`config.mk`:
```
export PLATFORM = sky130hd
export DESIGN_NAME = sra_top
export DESIGN_NICKNAME = d
export VERILOG_FILES = /design/src/rtl/sra_pkg.sv /design/src/rtl/sra_qreg.sv /design/src/rtl/sra_errq.sv /design/src/rtl/sra_top.sv
export SDC_FILE = /design/constraint.sdc
export NUM_CORES = 1
export LEC_CHECK = 0
export ABC_AREA = 1
export ABC_CLOCK_PERIOD_IN_PS = 2800
export BUFFER_PORTS_ARGS = -buffer_cell sky130_fd_sc_hd__buf_2
export CORE_ASPECT_RATIO = 1.5
export CORE_MARGIN = 2
export CORE_UTILIZATION = 60
export DETAILED_ROUTE_END_ITERATION = 7
export PLACE_DENSITY = 0.76
export SYNTH_ARGS = -nofsm -noshare
export SYNTH_HDL_FRONTEND = slang
export SYNTH_HIERARCHICAL = 1
export SYNTH_SLANG_ARGS = --single-unit
```
`constraint.sdc`:
```
create_clock -name ref_clk -period 2.8 [get_ports ref_clk]
set_input_delay 0.28 -clock ref_clk [delete_from_list [all_inputs] [get_ports ref_clk]]
set_output_delay 0.28 -clock ref_clk [all_outputs]
set_load 0.02 [all_outputs]
```
`src/rtl/sra_pkg.sv`:
```
package sra_pkg;
	// register geometry
	localparam int REG_W = 16;
	localparam int ERR_W = 16;
	localparam int NUM_QREG = 5;
	localparam int DEF_ERRQ_DEPTH = 8;
	// register selector codes
	localparam logic [2:0] SEL_QUES = 3'h0;
	localparam logic [2:0] SEL_FREQ = 3'h1;
	localparam logic [2:0] SEL_LIM = 3'h2;
	localparam logic [2:0] SEL_POW = 3'h3;
	localparam logic [2:0] SEL_OPER = 3'h4;
	// field positions
	localparam int FREQ_EXT_REF_BIT = 8;
	localparam int LIM1_FAIL_BIT = 0;
	localparam int LIM2_FAIL_BIT = 1;
	localparam int POW_IF_OVL_BIT = 2;
	localparam int QUES_POW_BIT = 3;
	localparam int QUES_FREQ_BIT = 5;
	localparam int QUES_LIM_BIT = 9;
	localparam int STB_ERRQ_BIT = 2;
	localparam int STB_QUES_BIT = 3;
	localparam int STB_MAV_BIT = 4;
	localparam int STB_ESB_BIT = 5;
	localparam int STB_RQS_BIT = 6;
	localparam int STB_OPER_BIT = 7;
	localparam int ESR_OPC_BIT = 0;
	localparam int ESR_QYE_BIT = 2;
	localparam int ESR_DDE_BIT = 3;
	localparam int ESR_EXE_BIT = 4;
	localparam int ESR_CME_BIT = 5;
	localparam int ESR_PON_BIT = 7;
	// implemented bits per register, bit 15 always excluded
	localparam logic [15:0] TOP_BIT_CLEAR = 16'h7FFF;
	localparam logic [15:0] MASK_QUES = 16'h0228;
	localparam logic [15:0] MASK_FREQ = 16'h0100;
	localparam logic [15:0] MASK_LIM = 16'h0003;
	localparam logic [15:0] MASK_POW = 16'h0004;
	localparam logic [15:0] MASK_OPER = 16'h0000;
	localparam logic [NUM_QREG-1:0][15:0] QREG_MASK =
		{MASK_OPER, MASK_POW, MASK_LIM, MASK_FREQ, MASK_QUES};
	// status byte bits that can raise a service request
	localparam logic [7:0] SRQ_SRC_MASK = 8'hBC;
	// reset and preset values
	localparam logic [15:0] PTR_PRESET = 16'hFFFF;
	localparam logic [15:0] NTR_PRESET = 16'h0000;
	localparam logic [15:0] ENAB_PRESET = 16'h0000;
	localparam logic [7:0] MASK8_CLEAR = 8'h00;
	localparam logic [15:0] ERR_NONE = 16'h0000;
	// remote commands
	typedef enum logic [4:0] {
		OP_NOP = 5'h00,
		OP_COND_Q = 5'h01,
		OP_EVENT_Q = 5'h02,
		OP_ENAB_Q = 5'h03,
		OP_PTR_Q = 5'h04,
		OP_NTR_Q = 5'h05,
		OP_ENAB_W = 5'h06,
		OP_PTR_W = 5'h07,
		OP_NTR_W = 5'h08,
		OP_ESE_W = 5'h09,
		OP_ESE_Q = 5'h0A,
		OP_SRE_W = 5'h0B,
		OP_SRE_Q = 5'h0C,
		OP_PPE_W = 5'h0D,
		OP_PPE_Q = 5'h0E,
		OP_STB_Q = 5'h0F,
		OP_ESR_Q = 5'h10,
		OP_ERR_Q = 5'h11,
		OP_CLS = 5'h12,
		OP_STAT_PRESET = 5'h13,
		OP_RST = 5'h14,
		OP_SYS_PRESET = 5'h15
	} sra_op_e;
endpackage

```
`src/rtl/sra_qreg.sv`:
```
module sra_qreg #(
	parameter logic [15:0] VALID = 16'hFFFF
) (
	// clock and reset
	input wire logic ref_clk,
	input wire logic nrst,
	input wire logic ce,
	// live condition
	input wire logic [15:0] cond_in,
	// register access
	input wire logic wr_enab,
	input wire logic wr_ptr,
	input wire logic wr_ntr,
	input wire logic [15:0] wdata,
	input wire logic rd_event,
	input wire logic preset,
	input wire logic clr_event,
	// register parts
	output logic [15:0] cond,
	output logic [15:0] event_bits,
	output logic [15:0] enab,
	output logic [15:0] ptr,
	output logic [15:0] ntr,
	output logic summ
);
	localparam logic [15:0] USE = VALID & sra_pkg::TOP_BIT_CLEAR;

	typedef struct packed {
		logic [15:0] prev;
		logic [15:0] evt;
		logic [15:0] enab;
		logic [15:0] ptr;
		logic [15:0] ntr;
	} sra_qreg_s;

	localparam sra_qreg_s QREG_RST = '{
		prev: 16'h0000,
		evt: 16'h0000,
		enab: sra_pkg::ENAB_PRESET & USE,
		ptr: sra_pkg::PTR_PRESET & USE,
		ntr: sra_pkg::NTR_PRESET & USE
	};

	sra_qreg_s st_r;
	sra_qreg_s st_nxt;
	logic [15:0] hit;

	always_comb begin
		st_nxt = st_r;
		// unused and top bits
		cond = cond_in & USE;
		st_nxt.prev = cond;
		hit = ((cond & ~st_r.prev & st_r.ptr) |
			(~cond & st_r.prev & st_r.ntr)) & USE;
		// read clears event
		if (rd_event || clr_event) begin
			st_nxt.evt = 16'h0000;
		end
		st_nxt.evt = st_nxt.evt | hit;
		// unused mask bits
		if (wr_enab) begin
			st_nxt.enab = wdata & USE;
		end
		if (wr_ptr) begin
			st_nxt.ptr = wdata & USE;
		end
		if (wr_ntr) begin
			st_nxt.ntr = wdata & USE;
		end
		// enables zeroed
		// filters preset
		if (preset) begin
			st_nxt.enab = sra_pkg::ENAB_PRESET & USE;
			st_nxt.ptr = sra_pkg::PTR_PRESET & USE;
			st_nxt.ntr = sra_pkg::NTR_PRESET & USE;
		end
	end

	always_ff @(posedge ref_clk or negedge nrst) begin
		if (!nrst) begin
			st_r <= QREG_RST;
		end else if (ce) begin
			st_r <= st_nxt;
		end
	end

	assign event_bits = st_r.evt;
	assign enab = st_r.enab;
	assign ptr = st_r.ptr;
	assign ntr = st_r.ntr;
	// enabled event summary
	assign summ = |(st_r.evt & st_r.enab);
endmodule

```
`src/rtl/sra_errq.sv`:
```
module sra_errq #(
	parameter int DEPTH = sra_pkg::DEF_ERRQ_DEPTH
) (
	// clock and reset
	input wire logic ref_clk,
	input wire logic nrst,
	input wire logic ce,
	// queue control
	input wire logic clr,
	input wire logic push,
	input wire logic [sra_pkg::ERR_W-1:0] push_code,
	input wire logic pop,
	// queue head
	output logic [sra_pkg::ERR_W-1:0] head_code,
	output logic nonempty
);
	localparam int CNT_W = $clog2(DEPTH + 1);
	localparam logic [CNT_W-1:0] FULL = CNT_W'(DEPTH);

	generate
		if (DEPTH < 1 || DEPTH > 255) begin : g_bad_depth
			$error("error queue depth out of range");
		end
	endgenerate

	typedef struct packed {
		logic [DEPTH-1:0][sra_pkg::ERR_W-1:0] mem;
		logic [CNT_W-1:0] cnt;
	} sra_errq_s;

	sra_errq_s st_r;
	sra_errq_s st_nxt;

	always_comb begin
		st_nxt = st_r;
		if (clr) begin
			st_nxt.cnt = '0;
		end else if (pop && st_r.cnt != '0) begin
			st_nxt.mem = st_r.mem >> sra_pkg::ERR_W;
			st_nxt.cnt = st_r.cnt - 1'b1;
		end
		// one entry per error
		if (push && st_nxt.cnt != FULL) begin
			st_nxt.mem[st_nxt.cnt] = push_code;
			st_nxt.cnt = st_nxt.cnt + 1'b1;
		end
	end

	always_ff @(posedge ref_clk or negedge nrst) begin
		if (!nrst) begin
			st_r <= '0;
		end else if (ce) begin
			st_r <= st_nxt;
		end
	end

	// empty answers no error
	assign head_code = (st_r.cnt == '0) ? sra_pkg::ERR_NONE : st_r.mem[0];
	assign nonempty = (st_r.cnt != '0);
endmodule

```
`src/rtl/sra_top.sv`:
```
// Notes on behaviour
// freq bit 8 follows external reference
// bit 15 reads zero in sub-registers
// limit bit 0 on limit line 1 fail
// limit bit 1 on limit line 2 fail
// power bit 2 and display on overload
// srq when enabled stb bits 2,3,4,5,7 set
// ese 1 plus sre 32 gives opc srq
// controller should set all enable bits
// queries return the raw bit pattern
// error queue fifo, empty returns zero
// controller should read errors after srq
// serial poll returns status byte directly
// cls or flagged power-on clears events
// preset zeroes enables and ntr, ptr all ones
// preset sets ptr ones, ntr zero
// sre ese ppe cleared only flagged power-on
// power-on, device clear flush buffers
// rst, sys preset, stat preset or cls clears output buffer at line start
// device clear keeps instrument settings
// reset command leaves status untouched
// event read clears, condition read not
// enabled event raises summary bit
// unused bits read zero, ignore writes
module sra_top #(
	parameter int ERRQ_DEPTH = sra_pkg::DEF_ERRQ_DEPTH
) (
	// clock and reset
	input wire logic ref_clk,
	input wire logic nrst,
	input wire logic ce,
	// power-on and device clear
	input wire logic por_evt,
	input wire logic pon_clear_flag,
	input wire logic dev_clear,
	// command port
	input wire logic cmd_valid,
	input wire sra_pkg::sra_op_e cmd_op,
	input wire logic [2:0] cmd_sel,
	input wire logic [15:0] cmd_wdata,
	input wire logic cmd_line_first,
	// response
	output logic resp_valid,
	output logic [15:0] resp_data,
	// measurement conditions
	input wire logic ext_ref_in,
	input wire logic limit1_fail,
	input wire logic limit2_fail,
	input wire logic if_overload,
	// event sources
	input wire logic evt_opc,
	input wire logic evt_qye,
	input wire logic evt_dde,
	input wire logic evt_exe,
	input wire logic evt_cme,
	input wire logic err_push,
	input wire logic [15:0] err_code,
	input wire logic mav,
	// serial poll
	input wire logic spoll_req,
	output logic spoll_valid,
	output logic [7:0] spoll_byte,
	// status and housekeeping outputs
	output logic srq,
	output logic overload_display_flag,
	output logic obuf_clear,
	output logic ibuf_clear,
	output logic cmd_abort,
	output logic settings_reset
);
	localparam int NQ = sra_pkg::NUM_QREG;

	generate
		if (NQ != 5) begin : g_bad_nq
			$error("register count must be five");
		end
	endgenerate

	typedef struct packed {
		logic [7:0] ese;
		logic [7:0] sre;
		logic [7:0] ppe;
		logic [7:0] esr;
		logic resp_valid;
		logic [15:0] resp_data;
		logic spoll_valid;
		logic [7:0] spoll_byte;
		logic srq;
		logic ovl;
		logic obuf_clear;
		logic ibuf_clear;
		logic cmd_abort;
		logic settings_reset;
	} sra_top_s;

	sra_top_s st_r;
	sra_top_s st_nxt;

	// command decode
	logic is_q_sel;
	logic op_cls;
	logic pon_full;
	logic preset_all;
	logic clr_events;
	logic line_cmd;

	// sub-register wiring
	logic [15:0] q_cin [NQ];
	logic [15:0] q_cond [NQ];
	logic [15:0] q_evt [NQ];
	logic [15:0] q_enab [NQ];
	logic [15:0] q_ptr [NQ];
	logic [15:0] q_ntr [NQ];
	logic [NQ-1:0] q_summ;
	logic [NQ-1:0] q_hit;

	// error queue
	logic [15:0] err_head;
	logic err_nonempty;
	logic err_pop;

	// status byte
	logic [7:0] stb_raw;
	logic mss;
	logic [7:0] stb;

	assign is_q_sel = (cmd_sel <= sra_pkg::SEL_OPER);
	assign op_cls = cmd_valid && cmd_op == sra_pkg::OP_CLS;
	assign pon_full = por_evt && pon_clear_flag;
	assign preset_all = pon_full ||
		(cmd_valid && cmd_op == sra_pkg::OP_STAT_PRESET);
	// only cls and flagged power-on
	assign clr_events = op_cls || pon_full;
	assign line_cmd = cmd_valid && cmd_line_first &&
		(cmd_op == sra_pkg::OP_RST || cmd_op == sra_pkg::OP_SYS_PRESET ||
		cmd_op == sra_pkg::OP_STAT_PRESET || cmd_op == sra_pkg::OP_CLS);

	// external reference condition
	assign q_cin[sra_pkg::SEL_FREQ] =
		16'(ext_ref_in) << sra_pkg::FREQ_EXT_REF_BIT;
	// limit line 1 condition
	// limit line 2 condition
	assign q_cin[sra_pkg::SEL_LIM] =
		(16'(limit1_fail) << sra_pkg::LIM1_FAIL_BIT) |
		(16'(limit2_fail) << sra_pkg::LIM2_FAIL_BIT);
	// if overload condition
	assign q_cin[sra_pkg::SEL_POW] =
		16'(if_overload) << sra_pkg::POW_IF_OVL_BIT;
	// summaries feed next level
	assign q_cin[sra_pkg::SEL_QUES] =
		(16'(q_summ[sra_pkg::SEL_POW]) << sra_pkg::QUES_POW_BIT) |
		(16'(q_summ[sra_pkg::SEL_FREQ]) << sra_pkg::QUES_FREQ_BIT) |
		(16'(q_summ[sra_pkg::SEL_LIM]) << sra_pkg::QUES_LIM_BIT);
	assign q_cin[sra_pkg::SEL_OPER] = 16'h0000;

	generate
		for (genvar g = 0; g < NQ; g++) begin : g_qreg
			assign q_hit[g] = cmd_valid && is_q_sel && cmd_sel == 3'(g);
			sra_qreg #(
				.VALID(sra_pkg::QREG_MASK[g])
			) u_qreg (
				.ref_clk(ref_clk),
				.nrst(nrst),
				.ce(ce),
				.cond_in(q_cin[g]),
				.wr_enab(q_hit[g] && cmd_op == sra_pkg::OP_ENAB_W),
				.wr_ptr(q_hit[g] && cmd_op == sra_pkg::OP_PTR_W),
				.wr_ntr(q_hit[g] && cmd_op == sra_pkg::OP_NTR_W),
				.wdata(cmd_wdata),
				.rd_event(q_hit[g] && cmd_op == sra_pkg::OP_EVENT_Q),
				.preset(preset_all),
				.clr_event(clr_events),
				.cond(q_cond[g]),
				.event_bits(q_evt[g]),
				.enab(q_enab[g]),
				.ptr(q_ptr[g]),
				.ntr(q_ntr[g]),
				.summ(q_summ[g])
			);
		end
	endgenerate

	assign err_pop = cmd_valid && cmd_op == sra_pkg::OP_ERR_Q;

	sra_errq #(
		.DEPTH(ERRQ_DEPTH)
	) u_errq (
		.ref_clk(ref_clk),
		.nrst(nrst),
		.ce(ce),
		// queue cleared every power-on
		.clr(op_cls || por_evt),
		.push(err_push),
		.push_code(err_code),
		.pop(err_pop),
		.head_code(err_head),
		.nonempty(err_nonempty)
	);

	always_comb begin
		stb_raw = 8'h00;
		stb_raw[sra_pkg::STB_ERRQ_BIT] = err_nonempty;
		stb_raw[sra_pkg::STB_QUES_BIT] = q_summ[sra_pkg::SEL_QUES];
		stb_raw[sra_pkg::STB_MAV_BIT] = mav;
		// esb from enabled events
		stb_raw[sra_pkg::STB_ESB_BIT] = |(st_r.esr & st_r.ese);
		stb_raw[sra_pkg::STB_OPER_BIT] = q_summ[sra_pkg::SEL_OPER];
		// enabled summary request
		mss = |(stb_raw & st_r.sre & sra_pkg::SRQ_SRC_MASK);
		stb = stb_raw;
		stb[sra_pkg::STB_RQS_BIT] = mss;
	end

	always_comb begin
		st_nxt = st_r;
		st_nxt.resp_valid = 1'b0;
		st_nxt.resp_data = 16'h0000;
		// esr cleared, new events win
		if (clr_events ||
			(cmd_valid && cmd_op == sra_pkg::OP_ESR_Q)) begin
			st_nxt.esr = sra_pkg::MASK8_CLEAR;
		end
		st_nxt.esr[sra_pkg::ESR_OPC_BIT] =
			st_nxt.esr[sra_pkg::ESR_OPC_BIT] | evt_opc;
		st_nxt.esr[sra_pkg::ESR_QYE_BIT] =
			st_nxt.esr[sra_pkg::ESR_QYE_BIT] | evt_qye;
		st_nxt.esr[sra_pkg::ESR_DDE_BIT] =
			st_nxt.esr[sra_pkg::ESR_DDE_BIT] | evt_dde;
		st_nxt.esr[sra_pkg::ESR_EXE_BIT] =
			st_nxt.esr[sra_pkg::ESR_EXE_BIT] | evt_exe;
		st_nxt.esr[sra_pkg::ESR_CME_BIT] =
			st_nxt.esr[sra_pkg::ESR_CME_BIT] | evt_cme;
		st_nxt.esr[sra_pkg::ESR_PON_BIT] =
			st_nxt.esr[sra_pkg::ESR_PON_BIT] | por_evt;
		// queries return raw pattern
		if (cmd_valid) begin
			unique case (cmd_op)
				sra_pkg::OP_COND_Q: begin
					st_nxt.resp_valid = 1'b1;
					if (is_q_sel) begin
						st_nxt.resp_data = q_cond[cmd_sel];
					end
				end
				// event value before its clear
				sra_pkg::OP_EVENT_Q: begin
					st_nxt.resp_valid = 1'b1;
					if (is_q_sel) begin
						st_nxt.resp_data = q_evt[cmd_sel];
					end
				end
				sra_pkg::OP_ENAB_Q: begin
					st_nxt.resp_valid = 1'b1;
					if (is_q_sel) begin
						st_nxt.resp_data = q_enab[cmd_sel];
					end
				end
				sra_pkg::OP_PTR_Q: begin
					st_nxt.resp_valid = 1'b1;
					if (is_q_sel) begin
						st_nxt.resp_data = q_ptr[cmd_sel];
					end
				end
				sra_pkg::OP_NTR_Q: begin
					st_nxt.resp_valid = 1'b1;
					if (is_q_sel) begin
						st_nxt.resp_data = q_ntr[cmd_sel];
					end
				end
				sra_pkg::OP_ESE_W: begin
					st_nxt.ese = cmd_wdata[7:0];
				end
				sra_pkg::OP_SRE_W: begin
					st_nxt.sre = cmd_wdata[7:0];
				end
				sra_pkg::OP_PPE_W: begin
					st_nxt.ppe = cmd_wdata[7:0];
				end
				sra_pkg::OP_ESE_Q: begin
					st_nxt.resp_valid = 1'b1;
					st_nxt.resp_data = {8'h00, st_r.ese};
				end
				sra_pkg::OP_SRE_Q: begin
					st_nxt.resp_valid = 1'b1;
					st_nxt.resp_data = {8'h00, st_r.sre};
				end
				sra_pkg::OP_PPE_Q: begin
					st_nxt.resp_valid = 1'b1;
					st_nxt.resp_data = {8'h00, st_r.ppe};
				end
				sra_pkg::OP_STB_Q: begin
					st_nxt.resp_valid = 1'b1;
					st_nxt.resp_data = {8'h00, stb};
				end
				sra_pkg::OP_ESR_Q: begin
					st_nxt.resp_valid = 1'b1;
					st_nxt.resp_data = {8'h00, st_r.esr};
				end
				// pop one entry
				sra_pkg::OP_ERR_Q: begin
					st_nxt.resp_valid = 1'b1;
					st_nxt.resp_data = err_head;
				end
				default: begin
				end
			endcase
		end
		// masks cleared at flagged power-on
		if (pon_full) begin
			st_nxt.ese = sra_pkg::MASK8_CLEAR;
			st_nxt.sre = sra_pkg::MASK8_CLEAR;
			st_nxt.ppe = sra_pkg::MASK8_CLEAR;
		end
		// registered service request
		st_nxt.srq = mss;
		// status byte by poll message
		st_nxt.spoll_valid = spoll_req;
		st_nxt.spoll_byte = spoll_req ? stb : st_r.spoll_byte;
		// overload display indication
		st_nxt.ovl = if_overload;
		// flush on power-on or clear
		// flush at line start on rst, sys preset, stat preset or cls
		st_nxt.obuf_clear = por_evt || dev_clear || line_cmd;
		st_nxt.ibuf_clear = por_evt || dev_clear;
		st_nxt.cmd_abort = por_evt || dev_clear;
		// settings only by reset commands
		// reset leaves status untouched
		st_nxt.settings_reset = cmd_valid &&
			(cmd_op == sra_pkg::OP_RST || cmd_op == sra_pkg::OP_SYS_PRESET);
	end

	always_ff @(posedge ref_clk or negedge nrst) begin
		if (!nrst) begin
			st_r <= '0;
		end else if (ce) begin
			st_r <= st_nxt;
		end
	end

	assign resp_valid = st_r.resp_valid;
	assign resp_data = st_r.resp_data;
	assign spoll_valid = st_r.spoll_valid;
	assign spoll_byte = st_r.spoll_byte;
	assign srq = st_r.srq;
	assign overload_display_flag = st_r.ovl;
	assign obuf_clear = st_r.obuf_clear;
	assign ibuf_clear = st_r.ibuf_clear;
	assign cmd_abort = st_r.cmd_abort;
	assign settings_reset = st_r.settings_reset;
endmodule

```
==> results of run 1 <==
[timing repair]
| item | in CTS | in global routing |
|---|---|---|
| endpoints found under the hold margin | 87 | 0 |
| hold buffers | 11 | 0 |
| setup buffers | 0 | 0 |
[registers in the layout, indices dropped and copies added, names as in the netlist, 6 cells and up]
register	flops
u_errq/st_r	132
st_r	30
resp_data	16
g_qreg.u_qreg/enab	7
g_qreg.u_qreg/event_bits	7
g_qreg.u_qreg/ntr	7
g_qreg.u_qreg/ptr	7
g_qreg.u_qreg/st_r	7
spoll_byte	6
[path summary, 6_finish.rpt]
| check | startpoint | end | slack, ns | depth (start not counted) |
|---|---|---|---|---|
| hold / removal | ext_ref_in | g_qreg[1].u_qreg/st_r[72]$_DFFE_PN0P_ | 0.01 | 3 |
| min in group asynchronous | nrst | u_errq/st_r[122]$_DFFE_PN0P_ | 0.32 | 2 |
| max in group asynchronous | nrst | g_qreg[3].u_qreg/ptr[2]$_DFFE_PN1P_ | 1.67 | 3 |
| hold reg to reg | overload_display_flag$_DFFE_PN0P_ | overload_display_flag$_DFFE_PN0P_ | 0.47 | 2 |
| setup / recovery | u_errq/st_r[0]$_DFFE_PN0P_ | u_errq/st_r[51]$_DFFE_PN0P_ | 0.25 | 14 |
| setup reg to reg | u_errq/st_r[0]$_DFFE_PN0P_ | u_errq/st_r[51]$_DFFE_PN0P_ | 0.25 | 14 |
[per-stage QoR]
step           total power, uW  hold slack (ns)  util, %  instance area [um2]  cells
3_3_place_gp              6370           0.3371    57.97                19870   3688
6_report                 10320          0.01190    61.04                20920   3747
3_5_place_dp              6490           0.3369    57.97                19870   3688
2_1_floorplan             6250         -0.01559        -                22250   3712
4_1_cts                  10300         0.001436    61.04                20920   3747
5_1_grt                  10890          0.02582    61.04                20920   3747
[where the power goes]
group / total (uW) / internal [uW] / switching, uW
registers: 4120 / 3740 / 371
clock network: 3800 / 2310 / 1490
logic: 2400 / 847 / 1560
total: 10300 / 6900 / 3420
[cell type report]
cell class              instances  area [um2]
clock buffers                  34       732.0
clock inverters                14       212.7
fillers                      3299       13350
inverters                     122       461.7
multi-input cells            2774       12160
flip-flops and latches        226        5664
well taps                     425       531.8
repair buffers                152        1155
[worst min-delay path, delay by kind of cell]
| kind | cells | cell delay, ns |
|---|---|---|
| and+or+nand+nor | 1 | 0.05 |
| AOI/OAI and AO/OA | 1 | 0.06 |
| buffers and inverters | 1 | 0.13 |
[layer usage]
layer  share of wire (%)  track usage [%]  vias up  wire length [um]
met4                 7.1            19.78        0              3811
met2                  50            54.20      531             27020
met5                   0                0        -                 0
met3                 4.3            3.017      163              2288
met1                  38            32.53     8720             20550
li1                    -                -     9578                 -
==> run metrics, run 1 <==
status=finished, final reports clean; worst path required time=3.24 ns; WL per Instance=14.32 um; initial antenna violation count=0; Num CTS Buffers=26; # diodes=0; Crit path top cell by count=nand3_1; Clock Path Buffers=3; number of gates resized after cts=0; Final min period=2.550 ns; Yosys warning count=6; RSZ-0062 raised after global routing=no; Tcrit/Tclk final=91.06%; worst-path maximum fanout=34; CP arrival=2.99 ns; leak pwr=0.01362 uW; kind of critical path=reg -> reg; final hold violation count=0; Clock Skew=0.01101 ns; layout cells sized above 1=7.736%; crit path max-delay cell type=dfrtp_1; TritonCTS clock tree=done; core area=34270 um2; relative slew slack=24.99%; die area=36350 um2; commonest non-fill, non-tap cell in the layout=nand2_1; GRT Overall Usage=29.81%; final setup fails=0; CP Cell Sequence=inv_1 > ha_1 > nand2_2 > nand3_1 > nand3_4 > ha_1 > nand3_1 > nor2_4 > nor2_8 > buf_12 > buf_4 > nand3_1 > nand3_1 > nand2_1; Top Family by Delay on Critical Path=simple AND/OR/NAND/NOR gates; pre-CTS setup slack=0.05897 ns; Die Span Y=232.5 um; drt total wl=53670 um; Starting Density=60.95%; Clock Latency Late Sink=0.56 ns; area grow syn2layout=0.1499%; Hold Crit Class=in -> reg; DRC=0; grt ovf=0; first-pass GRT wire length=88460 um; max cap viols=0; most frequent cells in the layout=nand2_1 (1679), conb_1 (368), nand3_1 (325), dfrtp_1 (219), inv_1 (111); DRT iter0 DRCs=1321; largest net degree at the start of global routing=135; clk slew on worst S/H paths=0.06 ns; post-route ant nets=0; via count=18990; Cell Area, Synth=20890 um2; Max VDD drop=0.5671 mV; H-tree lvl count=1; Cells after Synth=3350; nets=3366; setup TNS=0 ns; Initial DRT Pass Iterations=6; Mapped Avg Cell Area=6.235 um2; Sink Count=226; Worst setup EP type=flop; die width=156.3 um; maximum clock rate=392.2 MHz; vias per cell=5.069; FP Rows=83; IO Port Bufs=83; Post-DP HPWL=37210 um; Worst Path Buf+Inv=3; gpl congestion=0.9124; Worst Tran Pin Value=1.122 ns; Max stage delay on crit path=0.38 ns; CP Launch Type=flop; Pwr per Cell Area=493.3 nW/um2; vias in the first global route=18220; Final Max Tran Viols=0; clk root buf=clkbuf_16; # IOs=92; post-route setup slack=0.2504 ns
Power figures use the tool's default switching activity.
==> inputs of run 2 (changes only) <==
Settings changed: SETUP_SLACK_MARGIN set to 0.4.
==> run metrics, run 2 (synthesis gave the netlist of run 1 again) <==
clk root buf=clkbuf_16; most frequent cells in the layout=nand2_1 (1676), conb_1 (368), nand3_1 (323), dfrtp_1 (219), inv_1 (108); H-tree lvl count=1 (unchanged); GRT Overall Usage=29.83% (about the same); Post-DP HPWL=37260 um (+0.16%); final hold violation count=0 (unchanged); dpl cells=3698 (+0.27%); RSZ-0062 raised after global routing=yes; post-route ant nets=0 (unchanged); die width=156.3 um (unchanged); first-pass GRT wire length=88650 um (+0.21%); Finished Cell Area=21430 um2 (+2.5%); largest net degree at the start of global routing=104 (-23%); clk slew on worst S/H paths=0.06 ns (about the same); commonest non-fill, non-tap cell in the layout=nand2_1; # diodes=0 (unchanged); vias in the first global route=18200 (-0.13%); Die Span Y=232.5 um (unchanged); IO Port Bufs=83 (unchanged); Worst setup EP type=flop; DRT iter0 DRCs=1503 (+14%); core area=34270 um2 (unchanged); pre-CTS setup slack=0.1037 ns (+0.04472 ns); grt ovf=0 (unchanged); maximum clock rate=421.8 MHz (+7.5%); post-route setup slack=0.4292 ns (+0.1788 ns); Worst Tran Pin Value=1.207 ns (+0.08525 ns); Final min period=2.371 ns (-0.1788 ns); setup TNS=0 ns (unchanged); worst-path maximum fanout=16 (-53%); nets=3404 (+1.1%); Starting Density=60.95% (unchanged); die area=36350 um2 (unchanged); Clock Path Buffers=3 (unchanged); CP Cell Sequence=inv_2 > ha_4 > nand4_1 > nand2_2 > nand2_4 > nor2_4 > inv_2 > buf_4 > nor2_4 > nand3_1 > nand3_1 > nand2_1; final setup fails=0 (unchanged); area grow syn2layout=2.612%; worst path required time=3.23 ns (about the same); Hold Crit Class=in -> reg; Final Max Tran Viols=0 (unchanged); # IOs=92 (unchanged); CP arrival=2.80 ns (-0.19 ns); Num CTS Buffers=25 (-3.8%); crit path max-delay cell type=dfrtp_1; Top Family by Delay on Critical Path=simple AND/OR/NAND/NOR gates; status=finished, final reports clean; WL per Instance=14.56 um (+1.7%); final non-filler cell total=3784 (+0.99%); Max stage delay on crit path=0.41 ns (+0.03 ns); DRC=0 (unchanged); kind of critical path=reg -> reg; Max VDD drop=0.5054 mV (-11%); Largest register FFs=132 (unchanged); relative slew slack=19.29% (-5.7 points); via count=19190 (+1.0%); Sink Count=226 (unchanged); max cap viols=0 (unchanged); initial antenna violation count=0 (unchanged); leak pwr=0.01384 uW (+1.6%); Clock Skew=0.03500 ns (+0.02399 ns); drt total wl=55090 um (+2.7%); Reg area=5664 um2 (unchanged); TritonCTS clock tree=done; CP Launch Type=flop; Pwr per Cell Area=477.2 nW/um2 (-3.3%); Initial DRT Pass Iterations=6 (unchanged); Worst Path Buf+Inv=3 (unchanged); FP Rows=83 (unchanged); gpl congestion=0.9422 (+3.3%); vias per cell=5.071 (about the same); area occupied by multi-input gates=12320 um2 (+1.3%); Tcrit/Tclk final=84.67% (-6.4 points); Fill cells=3110 (-5.7%); Clock Latency Late Sink=0.58 ns (+0.02 ns); Largest Register=u_errq/st_r; layout cells sized above 1=8.842% (+1.1 points); dpl cell area=19890 um2 (+0.10%)
run 2: cell types whose count changed in the layout (fill, tap and decap cells not counted), sizes merged:
cell | before | now
buf | 141 | 168
clkbuf | 34 | 41
dlygate4sd3 | 11 | 18
clkinvlp | 3 | 0
bufbuf | 0 | 2
clkinv | 7 | 5
bufinv | 5 | 4
run 2: final timing paths:
kind / start / to / slack (ns) / cells after the start
setup / recovery: u_errq/st_r[1]$_DFFE_PN0P_ / u_errq/st_r[105]$_DFFE_PN0P_ / 0.43 / 12
hold / removal: limit2_fail / g_qreg[2].u_qreg/st_r[65]$_DFFE_PN0P_ / 0.009 / 3
setup reg to reg: u_errq/st_r[1]$_DFFE_PN0P_ / u_errq/st_r[105]$_DFFE_PN0P_ / 0.43 / 12
hold reg to reg: resp_valid$_DFFE_PN0P_ / resp_valid$_DFFE_PN0P_ / 0.47 / 1
max in group asynchronous: nrst / g_qreg[2].u_qreg/ptr[0]$_DFFE_PN1P_ / 1.59 / 3
min in group asynchronous: nrst / u_errq/st_r[123]$_DFFE_PN0P_ / 0.28 / 2
run 2: power by group:
group	total, uW	switching, uW	leakage [uW]	internal, uW
Sequential	4120	376	0.00296	3750
Clock	3550	1410	0.000426	2130
Combinational	2560	1610	0.0105	953
Total	10200	3400	0.0138	6830
run 2: tightest hold or removal path, cell delays in order:
cell and delay (ns):
buf_2 0.12, nand2_1 0.06, o21ai_0 0.06
run 2: layer usage:
layer	GRT usage (%)	part of all wire, %	vias to the layer above
met4	18.81	7.1	0
li1	-	-	9660
met2	54.21	51	575
met3	3.427	4.4	194
met1	32.73	37	8758
met5	0	0	-
run 2: stage by stage:
step	power [uW]	hold WS [ns]	util, %
5_1_grt	10800	0.02286	62.54
6_report	10230	0.008559	62.54
2_1_floorplan	6251	-0.01559	-
3_3_place_gp	6374	0.3127	58.02
4_1_cts	10140	0.0002272	61.75
3_5_place_dp	6490	0.3155	58.02
run 2: layout make-up:
class                      count  share of cell area, %
inverter                     122                  2.154
multi-input combinational   2774                  57.49
tap                          425                  2.481
clock inverter                 8                 0.7238
timing repair buffer         191                  7.390
sequential                   226                  26.43
clock buffer                  38                  3.333
run 2: timing repair:
item / 4_1_cts / 5_1_grt
buffers inserted: 7 / 8
cloned: 4 / 3
pin swaps: 1 / 21
endpoints found under the setup margin: 128 / 132
hold endpoints to repair: 101 / 0
resized for setup: 13 / 28
hold buffers: 18 / 0
